**src/lcdc_pkg.sv**
```systemverilog
// Shared constants and types of the LCD command decoder, plus its voltage calculator.
package lcdc_pkg;

	// Opcode prefixes, compared against the upper bits of a command byte.
	localparam logic [2:0] FUNC_SET_PREFIX  = 3'h1;
	localparam logic [4:0] DISP_CTRL_PREFIX = 5'h01;
	localparam logic [3:0] PAGE_PREFIX      = 4'h4;
	localparam logic [6:0] RANGE_PREFIX     = 7'h02;
	localparam logic [4:0] ORDER_PREFIX     = 5'h01;
	localparam logic [4:0] BIAS_PREFIX      = 5'h02;

	// Field positions inside command bytes.
	localparam int DISP_D_BIT   = 2;
	localparam int DISP_E_BIT   = 0;
	localparam int DISP_ZERO_BIT = 1;
	localparam int ORDER_BIT    = 2;
	localparam int RANGE_BIT    = 0;
	localparam int FS_MX_BIT    = 4;
	localparam int FS_MY_BIT    = 3;
	localparam int FS_PD_BIT    = 2;
	localparam int FS_V_BIT     = 1;
	localparam int FS_H_BIT     = 0;

	// Address limits.
	localparam logic [3:0] PAGE_MAX = 4'h9;
	localparam logic [6:0] COL_MAX  = 7'h65;

	// Bias ratio at code zero; each code step lowers it by one.
	localparam logic [3:0] BIAS_BASE = 4'hB;

	// Drive voltage arithmetic in millivolts: offset plus code times step.
	localparam logic [13:0] VOFF_LOW_MV  = 14'hB7C;
	localparam logic [13:0] VOFF_HIGH_MV = 14'h1A5E;
	localparam logic [13:0] VSTEP_MV     = 14'h1E;

	// Reset values.
	localparam logic       RST_POWER_DOWN = 1'h1;
	localparam logic [3:0] RST_PAGE       = 4'h0;
	localparam logic [6:0] RST_COLUMN     = 7'h00;
	localparam logic [6:0] RST_VOP        = 7'h00;
	localparam logic [2:0] RST_BIAS_CODE  = 3'h0;

	// Display modes, decoded from the two mode bits.
	typedef enum logic [1:0] {
		DISP_BLANK,
		DISP_NORMAL,
		DISP_ALL_ON,
		DISP_INVERSE
	} lcdc_mode_type;

	// Command kinds that the decoder recognises.
	typedef enum logic [3:0] {
		CMD_NONE,
		CMD_FUNC,
		CMD_DISP,
		CMD_PAGE,
		CMD_COL,
		CMD_RANGE,
		CMD_ORDER,
		CMD_BIAS,
		CMD_VOP
	} lcdc_cmd_type;

	// One host transfer as delivered by the interface front end.
	typedef struct packed {
		logic       write;
		logic       read;
		logic       cmdDataSelect;
		logic [7:0] data;
	} lcdc_xfer_type;

	// Function-set fields.
	typedef struct packed {
		logic mirrorX;
		logic mirrorY;
		logic powerDown;
		logic vertical;
		logic extSet;
	} lcdc_func_type;

	// Display write toward the display RAM.
	typedef struct packed {
		logic       valid;
		logic [3:0] page;
		logic [6:0] column;
		logic [7:0] data;
	} lcdc_ram_type;

endpackage : lcdc_pkg

`timescale 1ns/1ns
// Turns the drive voltage code and range into millivolts and a pump enable.
module lcdc_vop_calc (
	// Programmed settings.
	input  wire logic [6:0]  vopCode,
	input  wire logic        voltageRangeSelect,
	// Results.
	output logic      [13:0] voltageMv,
	output logic             pumpOn
);
	import lcdc_pkg::*;

	// The product stays below 4 kV-equivalent millivolts, so 14 bits hold it.
	always_comb begin
		voltageMv = (voltageRangeSelect ? VOFF_HIGH_MV : VOFF_LOW_MV)
			+ 14'(VSTEP_MV * {7'h00, vopCode});
	end

	// An all-zero setting means no drive voltage is wanted at all.
	always_comb begin
		pumpOn = (vopCode != 7'h00) || voltageRangeSelect;
	end

endmodule // lcdc_vop_calc

```
**src/lcdc_command_decoder.sv**
```systemverilog
// Command decoder of the LCD controller: mode, address and drive settings.
`timescale 1ns/1ns

// What this block does
// - Display control: select low, 00001, bit1 zero
// - Mode bits map to blank/normal/all-on/inverse
// - Set page 0100 plus page 0..9
// - Set column: bit7 set, column 0..101
// - Extended 00001 sets row data order
// - Extended 00010 selects bias 11 down to 4
// - Extended bit7 loads seven-bit drive code
// - Range bit picks 2.94 or 6.75 offset
// - Pump off when code and range zero
// - Set bit chooses basic or extended commands
// - Data and function set always accepted
// - Data write advances column, wraps at end
module lcdc_command_decoder (
	// Clock and reset.
	input  wire logic                   clk,
	input  wire logic                   rst_n,
	// Host transfer from the interface front end.
	input  wire lcdc_pkg::lcdc_xfer_type hostIn,
	// Display settings.
	output lcdc_pkg::lcdc_mode_type     displayMode_reg,
	output lcdc_pkg::lcdc_func_type     funcSet_reg,
	output logic                        rowOrderLsb_reg,
	output logic [3:0]                  biasRatio_reg,
	// Addressing and RAM writes.
	output logic [3:0]                  page_reg,
	output logic [6:0]                  column_reg,
	output lcdc_pkg::lcdc_ram_type      ramWrite_reg,
	// Drive voltage.
	output logic [6:0]                  vopCode_reg,
	output logic                        voltageRangeSelect_reg,
	output logic [13:0]                 voltageMv_reg,
	output logic                        chargePumpOn_reg,
	// Status read answer.
	output logic [7:0]                  status_reg,
	output logic                        statusValid_reg
);
	import lcdc_pkg::*;

	// Classifies a command byte under the current instruction set.
	function automatic lcdc_cmd_type classify(input logic [7:0] b,
		input logic ext);
		classify = CMD_NONE;
		if (b[7:5] == FUNC_SET_PREFIX) begin
			classify = CMD_FUNC;
		end else if (!ext) begin
			if (b[7]) begin
				classify = CMD_COL;
			end else if (b[7:4] == PAGE_PREFIX) begin
				classify = CMD_PAGE;
			end else if (b[7:3] == DISP_CTRL_PREFIX && !b[DISP_ZERO_BIT]) begin
				classify = CMD_DISP;
			end else if (b[7:1] == RANGE_PREFIX) begin
				classify = CMD_RANGE;
			end
		end else begin
			if (b[7]) begin
				classify = CMD_VOP;
			end else if (b[7:3] == ORDER_PREFIX) begin
				classify = CMD_ORDER;
			end else if (b[7:3] == BIAS_PREFIX) begin
				classify = CMD_BIAS;
			end
		end
	endfunction

	// Maps the two mode bits onto a display mode.
	function automatic lcdc_mode_type decodeMode(input logic d,
		input logic e);
		case ({d, e})
			2'h0: decodeMode = DISP_BLANK;
			2'h2: decodeMode = DISP_NORMAL;
			2'h1: decodeMode = DISP_ALL_ON;
			default: decodeMode = DISP_INVERSE;
		endcase
	endfunction

	lcdc_cmd_type cmdKind;      // Kind of the byte now on the input.
	logic         cmdWr;        // Command write this cycle.
	logic         dataWr;       // Display data write this cycle.
	logic         statusRd;     // Status read this cycle.
	logic [13:0]  calcMv;       // Voltage from the calculator.
	logic         calcPump;     // Pump demand from the calculator.

	// Only writes with the select low are commands; reads change only the status answer.
	always_comb begin
		cmdWr    = hostIn.write && !hostIn.cmdDataSelect;
		dataWr   = hostIn.write && hostIn.cmdDataSelect;
		statusRd = hostIn.read && !hostIn.cmdDataSelect;
		cmdKind  = cmdWr ? classify(hostIn.data, funcSet_reg.extSet)
			: CMD_NONE;
	end

	// Function-set fields; the set bit steers decoding of every later command except function set itself.
	always_ff @(posedge clk or negedge rst_n) begin
		if (!rst_n) begin
			funcSet_reg <= '{1'h0, 1'h0, RST_POWER_DOWN, 1'h0, 1'h0};
		end else if (cmdKind == CMD_FUNC) begin
			funcSet_reg <= '{hostIn.data[FS_MX_BIT], hostIn.data[FS_MY_BIT],
				hostIn.data[FS_PD_BIT], hostIn.data[FS_V_BIT],
				hostIn.data[FS_H_BIT]};
		end
	end

	// Display mode from the display control command.
	always_ff @(posedge clk or negedge rst_n) begin
		if (!rst_n) begin
			displayMode_reg <= DISP_BLANK;
		end else if (cmdKind == CMD_DISP) begin
			displayMode_reg <= decodeMode(hostIn.data[DISP_D_BIT],
				hostIn.data[DISP_E_BIT]);
		end
	end

	// Page address; codes above the last page are dropped on purpose.
	always_ff @(posedge clk or negedge rst_n) begin
		if (!rst_n) begin
			page_reg <= RST_PAGE;
		end else if (cmdKind == CMD_PAGE && hostIn.data[3:0] <= PAGE_MAX) begin
			page_reg <= hostIn.data[3:0];
		end
	end

	// Column address: set by command, stepped by every display data write.
	always_ff @(posedge clk or negedge rst_n) begin
		if (!rst_n) begin
			column_reg <= RST_COLUMN;
		end else if (dataWr) begin
			column_reg <= (column_reg >= COL_MAX) ? 7'h00 : column_reg + 7'h01;
		end else if (cmdKind == CMD_COL && hostIn.data[6:0] <= COL_MAX) begin
			column_reg <= hostIn.data[6:0];
		end
	end

	// RAM write pulse carries the address in use before the step.
	always_ff @(posedge clk or negedge rst_n) begin
		if (!rst_n) begin
			ramWrite_reg <= '0;
		end else begin
			ramWrite_reg <= '{dataWr, page_reg, column_reg, hostIn.data};
		end
	end

	// Row data order from the extended set.
	always_ff @(posedge clk or negedge rst_n) begin
		if (!rst_n) begin
			rowOrderLsb_reg <= 1'h0;
		end else if (cmdKind == CMD_ORDER) begin
			rowOrderLsb_reg <= hostIn.data[ORDER_BIT];
		end
	end

	// Bias ratio: code zero is the highest ratio, counting down.
	always_ff @(posedge clk or negedge rst_n) begin
		if (!rst_n) begin
			biasRatio_reg <= BIAS_BASE - {1'h0, RST_BIAS_CODE};
		end else if (cmdKind == CMD_BIAS) begin
			biasRatio_reg <= BIAS_BASE - {1'h0, hostIn.data[2:0]};
		end
	end

	// Drive voltage code and range select.
	always_ff @(posedge clk or negedge rst_n) begin
		if (!rst_n) begin
			vopCode_reg            <= RST_VOP;
			voltageRangeSelect_reg <= 1'h0;
		end else if (cmdKind == CMD_VOP) begin
			vopCode_reg <= hostIn.data[6:0];
		end else if (cmdKind == CMD_RANGE) begin
			voltageRangeSelect_reg <= hostIn.data[RANGE_BIT];
		end
	end

	// The arithmetic lives apart so the analog model can reuse it.
	lcdc_vop_calc u_vop_calc (
		.vopCode            (vopCode_reg),
		.voltageRangeSelect (voltageRangeSelect_reg),
		.voltageMv          (calcMv),
		.pumpOn             (calcPump)
	);

	// Registered so the analog side never sees a combinational glitch.
	always_ff @(posedge clk or negedge rst_n) begin
		if (!rst_n) begin
			voltageMv_reg    <= VOFF_LOW_MV;
			chargePumpOn_reg <= 1'h0;
		end else begin
			voltageMv_reg    <= calcMv;
			chargePumpOn_reg <= calcPump;
		end
	end

	// Status answer to a read with the select low.
	always_ff @(posedge clk or negedge rst_n) begin
		if (!rst_n) begin
			status_reg      <= 8'h00;
			statusValid_reg <= 1'h0;
		end else begin
			statusValid_reg <= statusRd;
			if (statusRd) begin
				status_reg <= {funcSet_reg.powerDown, 2'h0,
					displayMode_reg == DISP_NORMAL
						|| displayMode_reg == DISP_INVERSE,
					displayMode_reg == DISP_ALL_ON
						|| displayMode_reg == DISP_INVERSE,
					funcSet_reg.mirrorX, funcSet_reg.mirrorY, rowOrderLsb_reg};
			end
		end
	end
endmodule // lcdc_command_decoder

```
**config.mk**
```make
export PLATFORM = sky130hd
export DESIGN_NAME = lcdc_command_decoder
export DESIGN_NICKNAME = d
export VERILOG_FILES = /design/src/lcdc_pkg.sv /design/src/lcdc_command_decoder.sv
export SDC_FILE = /design/constraint.sdc
export NUM_CORES = 1
export LEC_CHECK = 0
export BUFFER_PORTS_ARGS = -buffer_cell sky130_fd_sc_hd__buf_2
export CORE_ASPECT_RATIO = 2
export CORE_MARGIN = 2
export CORE_UTILIZATION = 41
export DETAILED_ROUTE_END_ITERATION = 12
export MAX_ROUTING_LAYER = met4
export PLACE_DENSITY = 0.63
export SYNTH_ARGS = -nofsm -noshare
export SYNTH_HDL_FRONTEND = slang
export SYNTH_SLANG_ARGS = --single-unit
```
**constraint.sdc**
```tcl
create_clock -name clk -period 3.6 [get_ports clk]
set_input_delay 0.54 -clock clk [delete_from_list [all_inputs] [get_ports clk]]
set_output_delay 0.54 -clock clk [all_outputs]
set_load 0.01 [all_outputs]
```
== Word-level counts from Yosys, hierarchy flattened ==
Cells that the tools add are included.
Storage, ports and cells
  register bits after elaboration: 73
  input bits: 13
  output and inout bits: 75
  word-level logic and storage cells: 76
Cells by class
  add/sub/neg operators: 3
  multipliers: 1
  order comparisons: 3
  equality and inequality tests: 18
  muxes and demuxes: 15
  bitwise gates (word level): 1
  reduce and logical (&&, ||, !) cells: 15
Operator list (count)
  two-way mux 4 bit: 6
  two-way mux 7 bit: 3
  equality test 4 x 3 -> 1 bit, second input constant: 5
  adder 14 x 12 -> 14 bit: 1
  two-way mux 13 bit: 1
  two-way mux 3 bit: 4
  multiplier 4 x 7 -> 11 bit, first input constant: 1
  equality test 4 x 2 -> 1 bit, second input constant: 2
  adder 7 x 1 -> 7 bit, second input constant: 1
  equality test 7 x 2 -> 1 bit, second input constant: 1
  >= comparator 7 bit, second input constant: 1
  less-or-equal comparator 7 bit, second input constant: 1
  nonzero test 7 bit: 1
  equality test 2 bit, second input constant: 3
  logical AND 1 bit: 6
  case mux 2 bit (3 select lines): 1
  equality test 5 x 1 -> 1 bit, second input constant: 1
  equality test 5 x 2 -> 1 bit, second input constant: 1
  equality test 2 x 1 -> 1 bit, second input constant: 2
  equality test 4 x 1 -> 1 bit, second input constant: 1
  equality test 4 bit, second input constant: 1
  less-or-equal comparator 4 bit, second input constant: 1
  subtractor 4 x 3 -> 4 bit, first input constant: 1
  equality test 3 x 1 -> 1 bit, second input constant: 1
  6 further kinds: 9

== Logic depth before layout (Yosys ltp) ==
Gate-level depths: netlist of run 1.
  depth after elaboration: 12
  depth in mapped cells: 13
  depth with buffers taken out: 13

== Cells and area by module ==
A second synthesis of run 1 with hierarchy kept.
Unflattened totals
  cells, all modules: 327
  area, all modules: 3887.5 µm²
By module, submodules not included
  lcdc_command_decoder: instances 1, cells an instance 203, area each 2815.2 µm², seq. area each 1841.8 µm²
  lcdc_vop_calc: instances 1, cells an instance 124, area each 1072.3 µm², seq. area each 0.0 µm²

== Worst setup path before layout of run 1 ==
No wires, ideal clock.
  kind: register to register
  start point: register vopCode_reg[0]
  end point: register voltageMv_reg[12]
  setup time: 0.129 ns
  arrival: 3.323 ns
  data required time: 3.471 ns
  setup slack: 0.148 ns
  stages on the path, launching flop included: 10
  buffers on the path: 0
  period minus slack after synthesis: 3.452 ns
  cell sequence: dfrtp_1 -> fa_1 -> fa_1 -> fa_1 -> or4_1 -> a21oi_1 -> o21ai_1 -> a311oi_2 -> o32ai_1 -> xnor2_1
Between the ends
  word-level cells in the longest chain between the ends: 2
Ends and longest elaborated chain
  start, declared: line lcdc_command_decoder.sv:33  | output logic [6:0] vopCode_reg,
  start signal, assigned: line lcdc_command_decoder.sv:171  | vopCode_reg <= hostIn.data[6:0];
  multiplier 4 x 7 -> 11 bit: line lcdc_pkg.sv:106  | + 14'(VSTEP_MV * {7'h00, vopCode});
  adder 14 x 12 -> 14 bit: line lcdc_pkg.sv:106
  named net calcMv[12]: line lcdc_command_decoder.sv:85  | logic [13:0] calcMv;
  end signal, assigned: line lcdc_command_decoder.sv:191  | voltageMv_reg <= calcMv;
  end, declared: line lcdc_command_decoder.sv:35  | output logic [13:0] voltageMv_reg,
The timed path passes the listed nets, and every way through them passes these cells.
A chain may end at the register's enable or synchronous reset.

== Worst setup path in the final report of run 1 ==
  start point: register vopCode_reg[2]
  end point: register voltageMv_reg[12]
The elaborated chain is that of the path after synthesis.

==> metrics, run 1 <==
status=finished clean; pre-CTS WS=~0.0027 ns; post-synth top area cell=dfrtp_1; Post-synth EDFFs=0; Peak Freq=286 MHz; sequential fraction of the synthesis area=just under 50%; TNS Setup=0 ns; Hold Path Class=primary input to asynchronous set/reset pin; Routed WL=approximately 8.5 mm; setup violators final=0; Final Wtd Congestion=0.831; ANT cells=0; antenna violations before repair=0; CP max-delay cell=fa_2; top cells by count, synth=dfrtp_1, inv_1, mux2_2, ha_1, o21ai_0; first-pass GRT wire length=13.8 mm; post-route minimum period=3.49 ns; Top delay family on crit path=adder cells; asr flop ratio synth=100%; Slew @ Worst Pin=slightly below 0.9 ns; clk_skew=0.0113 ns; routed via count=2,736; I/O Pins=88; final hold violation count=0; Synthesis Warnings=0; post-route ant nets=0; Worst Path Class, Setup=flip-flop to flip-flop; Clock transition at path regs=about 0.06 ns; Port Buffers=84; MaxCap Viol Count=0; routed vias/inst=roughly 5.3; clk_lat worst skew=between 0.3 and 0.4 ns; Starting Density=between 40% and 50%; Cells after Synth=316; Remaining Overflow, GRT=0; Cell variety after synth=53; multi-input gate area in the final layout=approximately 1800 um^2; Cell Area, Synth=3720 um^2; Iteration-0 DRC Markers=108; largest net degree at the start of global routing=73; cells along the critical path=fa_1 > fa_2 > fa_1 > or4_4 > a21oi_2 > o21ai_2 > a311oi_2 > o32ai_1 > xnor2_1; flip-flop count of the largest register after layout=20; Final WS setup=roughly 0.11 ns; most common cell in the netlist=dfrtp_1; Nets=roughly 460; FF+latch area=between 1500 and 2000 um^2; die extent in y=roughly 140 um; Die W=between 70 and 80 um; max-slew violation count=0; die area=9910 um^2; FP Rows=around 50; crit path launch type=flip-flop; area grow syn2layout=25.5%; crit-path max cell delay=slightly above 0.6 ns; slew margin rel.=approximately 41%; CTS tree=done; drt first pass iters=4; Final Cycle Share=97.0%; crit path capture type=flip-flop; top post-synthesis cells by area=dfrtp_1, dfstp_2, ha_1; Final HPWL DP=6.28 mm; Total Routing Usage GR=roughly 19%; area fraction of the dominant cell type after synthesis=40.3%; filler instances=~780; Non-Filler Instances=just over 500; core area=between 8000 and 9000 um^2; placed insts=500; Root Driver=clkbuf_16; DRC Markers=0; vias in the first global route=approximately 2.8k; clock sinks=72; CP Data Arrival Time=3.70 ns; Top cell by count, worst path=fa_1; Max Buffers Root-to-Sink=2; CP max FO=5; Worst Path Required=approximately 3.8 ns; WL/cell=roughly 16 um; synthesis-stage register bit count=slightly above 70; CP bufs+invs=0; Max H-tree Level=3; ys flop type=dfrtp_1; layout cells sized above 1=about 41%; Num CTS Buffers=9; syn_area_per_cell=approximately 12 um^2
-- through the flow --
step / instance area, um^2 / hold WS, ns / utilization (%)
3_5_place_dp: 4260 / 0.407 / 47.9
3_3_place_gp: 4260 / 0.410 / 47.9
5_1_grt: 4670 / 0.392 / 52.6
2_1_floorplan: 3730 / 0.244 / -
4_1_cts: 4570 / 0.369 / 51.4
6_report: 4670 / 0.318 / 52.6
-- worst paths after layout --
check / from / endpoint / slack (ns) / cells past startpoint
worst max register to register: vopCode_reg[2] / voltageMv_reg[12] / 0.11 / 9
min in group clk: hostIn[7] / ramWrite_reg[7] / 0.39 / 1
worst max-delay path: vopCode_reg[2] / voltageMv_reg[12] / 0.11 / 9
worst min-delay path: rst_n / voltageMv_reg[1] / 0.32 / 1
max in group asynchronous: rst_n / vopCode_reg[2] / 2.64 / 1
worst min register to register: page_reg[2] / ramWrite_reg[17] / 0.41 / 0
-- layout make-up --
| type | count | share of cell area (%) |
|---|---|---|
| sequential | 72 | 38.9 |
| multi-input combinational | 208 | 38.9 |
| tap | 102 | 2.73 |
| clock inverter | 6 | 1.79 |
| clock buffer | 10 | 4.90 |
| inverter | 28 | 2.25 |
| timing repair buffer | 93 | 10.5 |
-- cell usage in the layout, fill, tap and decap left out, types with 3 or more instances in the layout --
| cell | n |
|---|---|
| a211oi_1 | 5 |
| a21o_1 | 3 |
| a21oi_1 | 12 |
| and3_1 | 5 |
| buf_2 | 83 |
| buf_4 | 10 |
| clkbuf_16 | 9 |
| clkinv_2 | 3 |
| conb_1 | 3 |
| dfrtp_1 | 57 |
| dfrtp_2 | 3 |
| dfstp_2 | 12 |
| fa_1 | 10 |
| ha_1 | 20 |
| inv_1 | 26 |
| mux2_2 | 24 |
| nand2_1 | 13 |
| nand3_1 | 6 |
| nor2_1 | 13 |
| nor2b_1 | 4 |
| nor3_1 | 7 |
| nor3b_1 | 3 |
| o21a_1 | 4 |
| o21ai_0 | 18 |
| o21ai_1 | 3 |
| xnor2_1 | 4 |
| xor2_1 | 7 |
-- layer usage --
layer  up-vias  GRT usage (%)  share of wire [%]
met5         -              -                  0
met4         0           5.66                1.5
met2        60           34.9                 60
met1      1377           18.5                 36
met3         9           3.92                3.3
li1       1290              -                  -
-- timing repair --
item,4_1_cts,5_1_grt
gates resized for setup,1,20
buffers inserted,0,3
hold buffers,0,0
setup endpoints to repair,1,4
pin swaps,1,7
-- logic make-up after synthesis --
family	share of synthesized area [%]
xor gates and xnor gates	2.82
DFF	48.8
other	0.101
buffers and inverters	4.64
AOI/OAI and AO/OA	12.1
and+or+nand+nor	10.3
adders and majority gates	13.6
muxes	7.66
-- worst register-to-register path, cell delays in order, from the launching register on --
cell and delay [ns]:
dfrtp_2 0.44, fa_1 0.52, fa_2 0.61, fa_1 0.47, or4_4 0.51, a21oi_2 0.19, o21ai_2 0.11, a311oi_2 0.25
o32ai_1 0.13, xnor2_1 0.14
Power of run 1 is left out: the tool's default activity adds up to more than one toggle a clock period on the data nets, which glitch-free logic cannot reach.
==> inputs of run 2 (changes only) <==
--- a/config.mk
+++ b/config.mk
@@ -11,7 +11,9 @@
 export CORE_UTILIZATION = 41
 export DETAILED_ROUTE_END_ITERATION = 12
+export HOLD_SLACK_MARGIN = 0.1
 export MAX_ROUTING_LAYER = met4
 export PLACE_DENSITY = 0.63
 export SYNTH_ARGS = -nofsm -noshare
 export SYNTH_HDL_FRONTEND = slang
+export SYNTH_HIERARCHICAL = 1
 export SYNTH_SLANG_ARGS = --single-unit
==> constraint.sdc (replaced) <==
create_clock -name clk -period 3.6 [get_ports clk]
set_input_delay 0.36 -clock clk [delete_from_list [all_inputs] [get_ports clk]]
set_output_delay 0.36 -clock clk [all_outputs]
set_load 0.01 [all_outputs]
==> metrics, run 2 <==
status=finished clean; WL/cell=15.8 um (-3.2%); Max H-tree Level=3 (unchanged); post-route ant nets=0 (unchanged); Non-Filler Instances=534 (+2.9%); die area=10,300 um^2 (+4.2%); clk_lat worst skew=0.34 ns (about the same); top cells by count, synth=dfrtp_1, inv_1, ha_1, mux2_2, nand2_1; Worst Path Required=3.81 ns (about the same); largest family of logic cells by synthesized area=adder cells; most common cell in the netlist=dfrtp_1; largest net degree at the start of global routing=74 (+1.4%); FP Rows=50 (+2.0%); cell count of the worst reg-to-reg path=13 (+4); placed insts=516 (+3.2%); Total Routing Usage GR=17.9% (-0.65 points); Final Cycle Share=95.5% (-1.4 points); Hold Path Class=primary input to asynchronous set/reset pin; area grow syn2layout=23.5%; Cell variety after synth=66 (+25%); placed instance area=4440 um^2 (+4.3%); Synthesis Warnings=6 (+6); synthesis-stage register bit count=73 (+1.4%); FF-to-FF End=voltageMv_reg[12]; r2r startpoint=vopCode_reg[3]; commonest non-fill, non-tap cell in the layout=buf_2; Remaining Overflow, GRT=0 (unchanged); max-slew violation count=0 (unchanged); Max Buffers Root-to-Sink=2 (unchanged); die extent in y=142 um (+2.1%); clock sinks=73 (+1.4%); I/O Pins=88 (unchanged); Die W=72.9 um (+2.0%); core area=9320 um^2 (+4.9%); CTS tree=done; Post-synth EDFFs=0 (unchanged); layout cells sized above 1=40.0% (-1.5 points); crit path capture type=flip-flop; Finished Cell Area=4800 um^2 (+2.7%); Worst Path Class, Setup=flip-flop to flip-flop; routed via count=2,804 (+2.5%); ANT cells=0 (unchanged); multi-input gate area in the final layout=1910 um^2 (+4.9%); vias in the first global route=2,861 (+2.7%); Cells after Synth=327 (+3.5%); area fraction of the dominant cell type after synthesis=39.3% (-1.0 points); most frequent cells in the layout=buf_2, dfrtp_1, inv_1, mux2_2, ha_1; FF+latch area=1840 um^2 (+1.3%); Min Hold Slack=0.146 ns (-0.171 ns); DRC Markers=0 (unchanged); Num CTS Buffers=9 (unchanged); CP Data Arrival Time=3.65 ns (-0.05 ns); filler instances=839 (+7.7%); post-route minimum period=3.44 ns (-0.0522 ns); flip-flop count of the largest register after layout=20 (unchanged); unrepaired setup endpoints after global routing=false; setup violators final=0 (unchanged); clk_skew=0.00638 ns (-0.00488 ns); asr flop ratio synth=100% (unchanged); Slew @ Worst Pin=0.896 ns (+0.0109 ns); crit path launch type=flip-flop; top post-synthesis cells by area=dfrtp_1, dfstp_2, ha_1; Starting Density=41.7% (-0.20 points); Clock transition at path regs=0.06 ns (about the same); antenna violations before repair=0 (unchanged); syn_area_per_cell=11.9 um^2 (+0.86%); post-synthesis adder-cell area fraction=13.1% (-0.57 points); Port Buffers=85 (+1.2%); post-synth top area cell=dfrtp_1; R2R setup slack=0.16 ns (+0.05 ns); sequential fraction of the synthesis area=47.4% (-1.4 points); Iteration-0 DRC Markers=124 (+15%); Nets=472 (+2.8%); final hold violation count=0 (unchanged); CP max FO=4 (-1); drt first pass iters=4 (unchanged); Simple-Gate Fraction of Synth Area=11.0% (+0.70 points); Final Wtd Congestion=0.789 (-5.0%); ys flop type=dfrtp_1; mux contribution to synthesized area=7.98% (+0.32 points); Final HPWL DP=6.25 mm (-0.43%); Post-Synth XOR/XNOR Area=3.60% (+0.78 points); Cell Area, Synth=3890 um^2 (+4.4%); post-synthesis compound-gate area fraction=11.8% (-0.25 points); slew margin rel.=40.2% (-0.73 points); Peak Freq=291 MHz (+1.5%); Routed WL=8.43 mm (-0.43%); first-pass GRT wire length=13.7 mm (-0.91%); routed vias/inst=5.25 (-0.39%); MaxCap Viol Count=0 (unchanged); Root Driver=clkbuf_16
run 2: changes by cell type after synthesis, sizes merged, moves of 4 or more:
cell / previous run / this run
a211oi: 7 / 1
mux2i: 0 / 4
nor3: 9 / 3
nand2: 14 / 20
o21ai: 23 / 11
run 2: layer usage:
layer / vias up / share of wire, % / global-route usage [%]
met5: - / 0 / -
li1: 1327 / - / -
met4: 0 / 3.4 / 8.28
met1: 1389 / 36 / 17.1
met3: 19 / 3.6 / 4.97
met2: 69 / 57 / 32.2
run 2: final cells by class:
type / instances / share of cell area, %
multi-input combinational: 214 / 39.7
sequential: 73 / 38.4
timing repair buffer: 96 / 10.6
clock buffer: 10 / 4.77
tap: 104 / 2.71
inverter: 31 / 2.42
clock inverter: 6 / 1.35
run 2: cells by family (layout without fill, tap and decap cells):
logic type,count (synthesis),count (layout)
other cells,2,3
xor+xnor,16,16
flops,73,73
simple gates,72,72
fa+ha+maj,34,34
mux,28,28
buf+inv,41,143
compound gates,61,61
run 2: worst max-delay path by stage:
stage,from,slack [ns],to
5_1_grt,vopCode_reg[3],0.004,voltageMv_reg[12]
6_report,vopCode_reg[3],0.16,voltageMv_reg[12]
3_5_place_dp,vopCode_reg[2],-0.009,voltageMv_reg[13]
2_1_floorplan,vopCode_reg[3],0.06,voltageMv_reg[13]
4_1_cts,vopCode_reg[2],0.02,voltageMv_reg[13]
3_3_place_gp,vopCode_reg[1],0.08,voltageMv_reg[13]
run 2: repair_timing:
action | 4_1_cts | 5_1_grt
hold buffers | 0 | 0
pin swaps | 0 | 10
gates resized for setup | 2 | 12
setup buffers | 0 | 2
setup endpoints to repair | 1 | 4
run 2: per-stage QoR:
step / util, % / worst slack, ns / TNS (ns)
3_5_place_dp: 47.7 / -0.00882 / -0.00882
4_1_cts: 50.9 / 0.0226 / 0
5_1_grt: 51.5 / 0.00389 / 0
6_report: 51.5 / 0.161 / 0
3_3_place_gp: 47.7 / 0.0765 / 0
2_1_floorplan: - / 0.0584 / 0
run 2: worst max-delay path, cell delays in order (launching register included):
cell      delay, ns
dfrtp_1        0.38
inv_2          0.07
buf_4          0.13
fa_1           0.44
fa_1           0.51
inv_1          0.04
ha_1           0.32
a21o_1         0.24
nor2_2         0.13
xnor2_1        0.08
ha_1           0.35
a311oi_2       0.36
o21bai_1       0.14
xnor2_1        0.13
Power of run 2 is left out for the same reason.
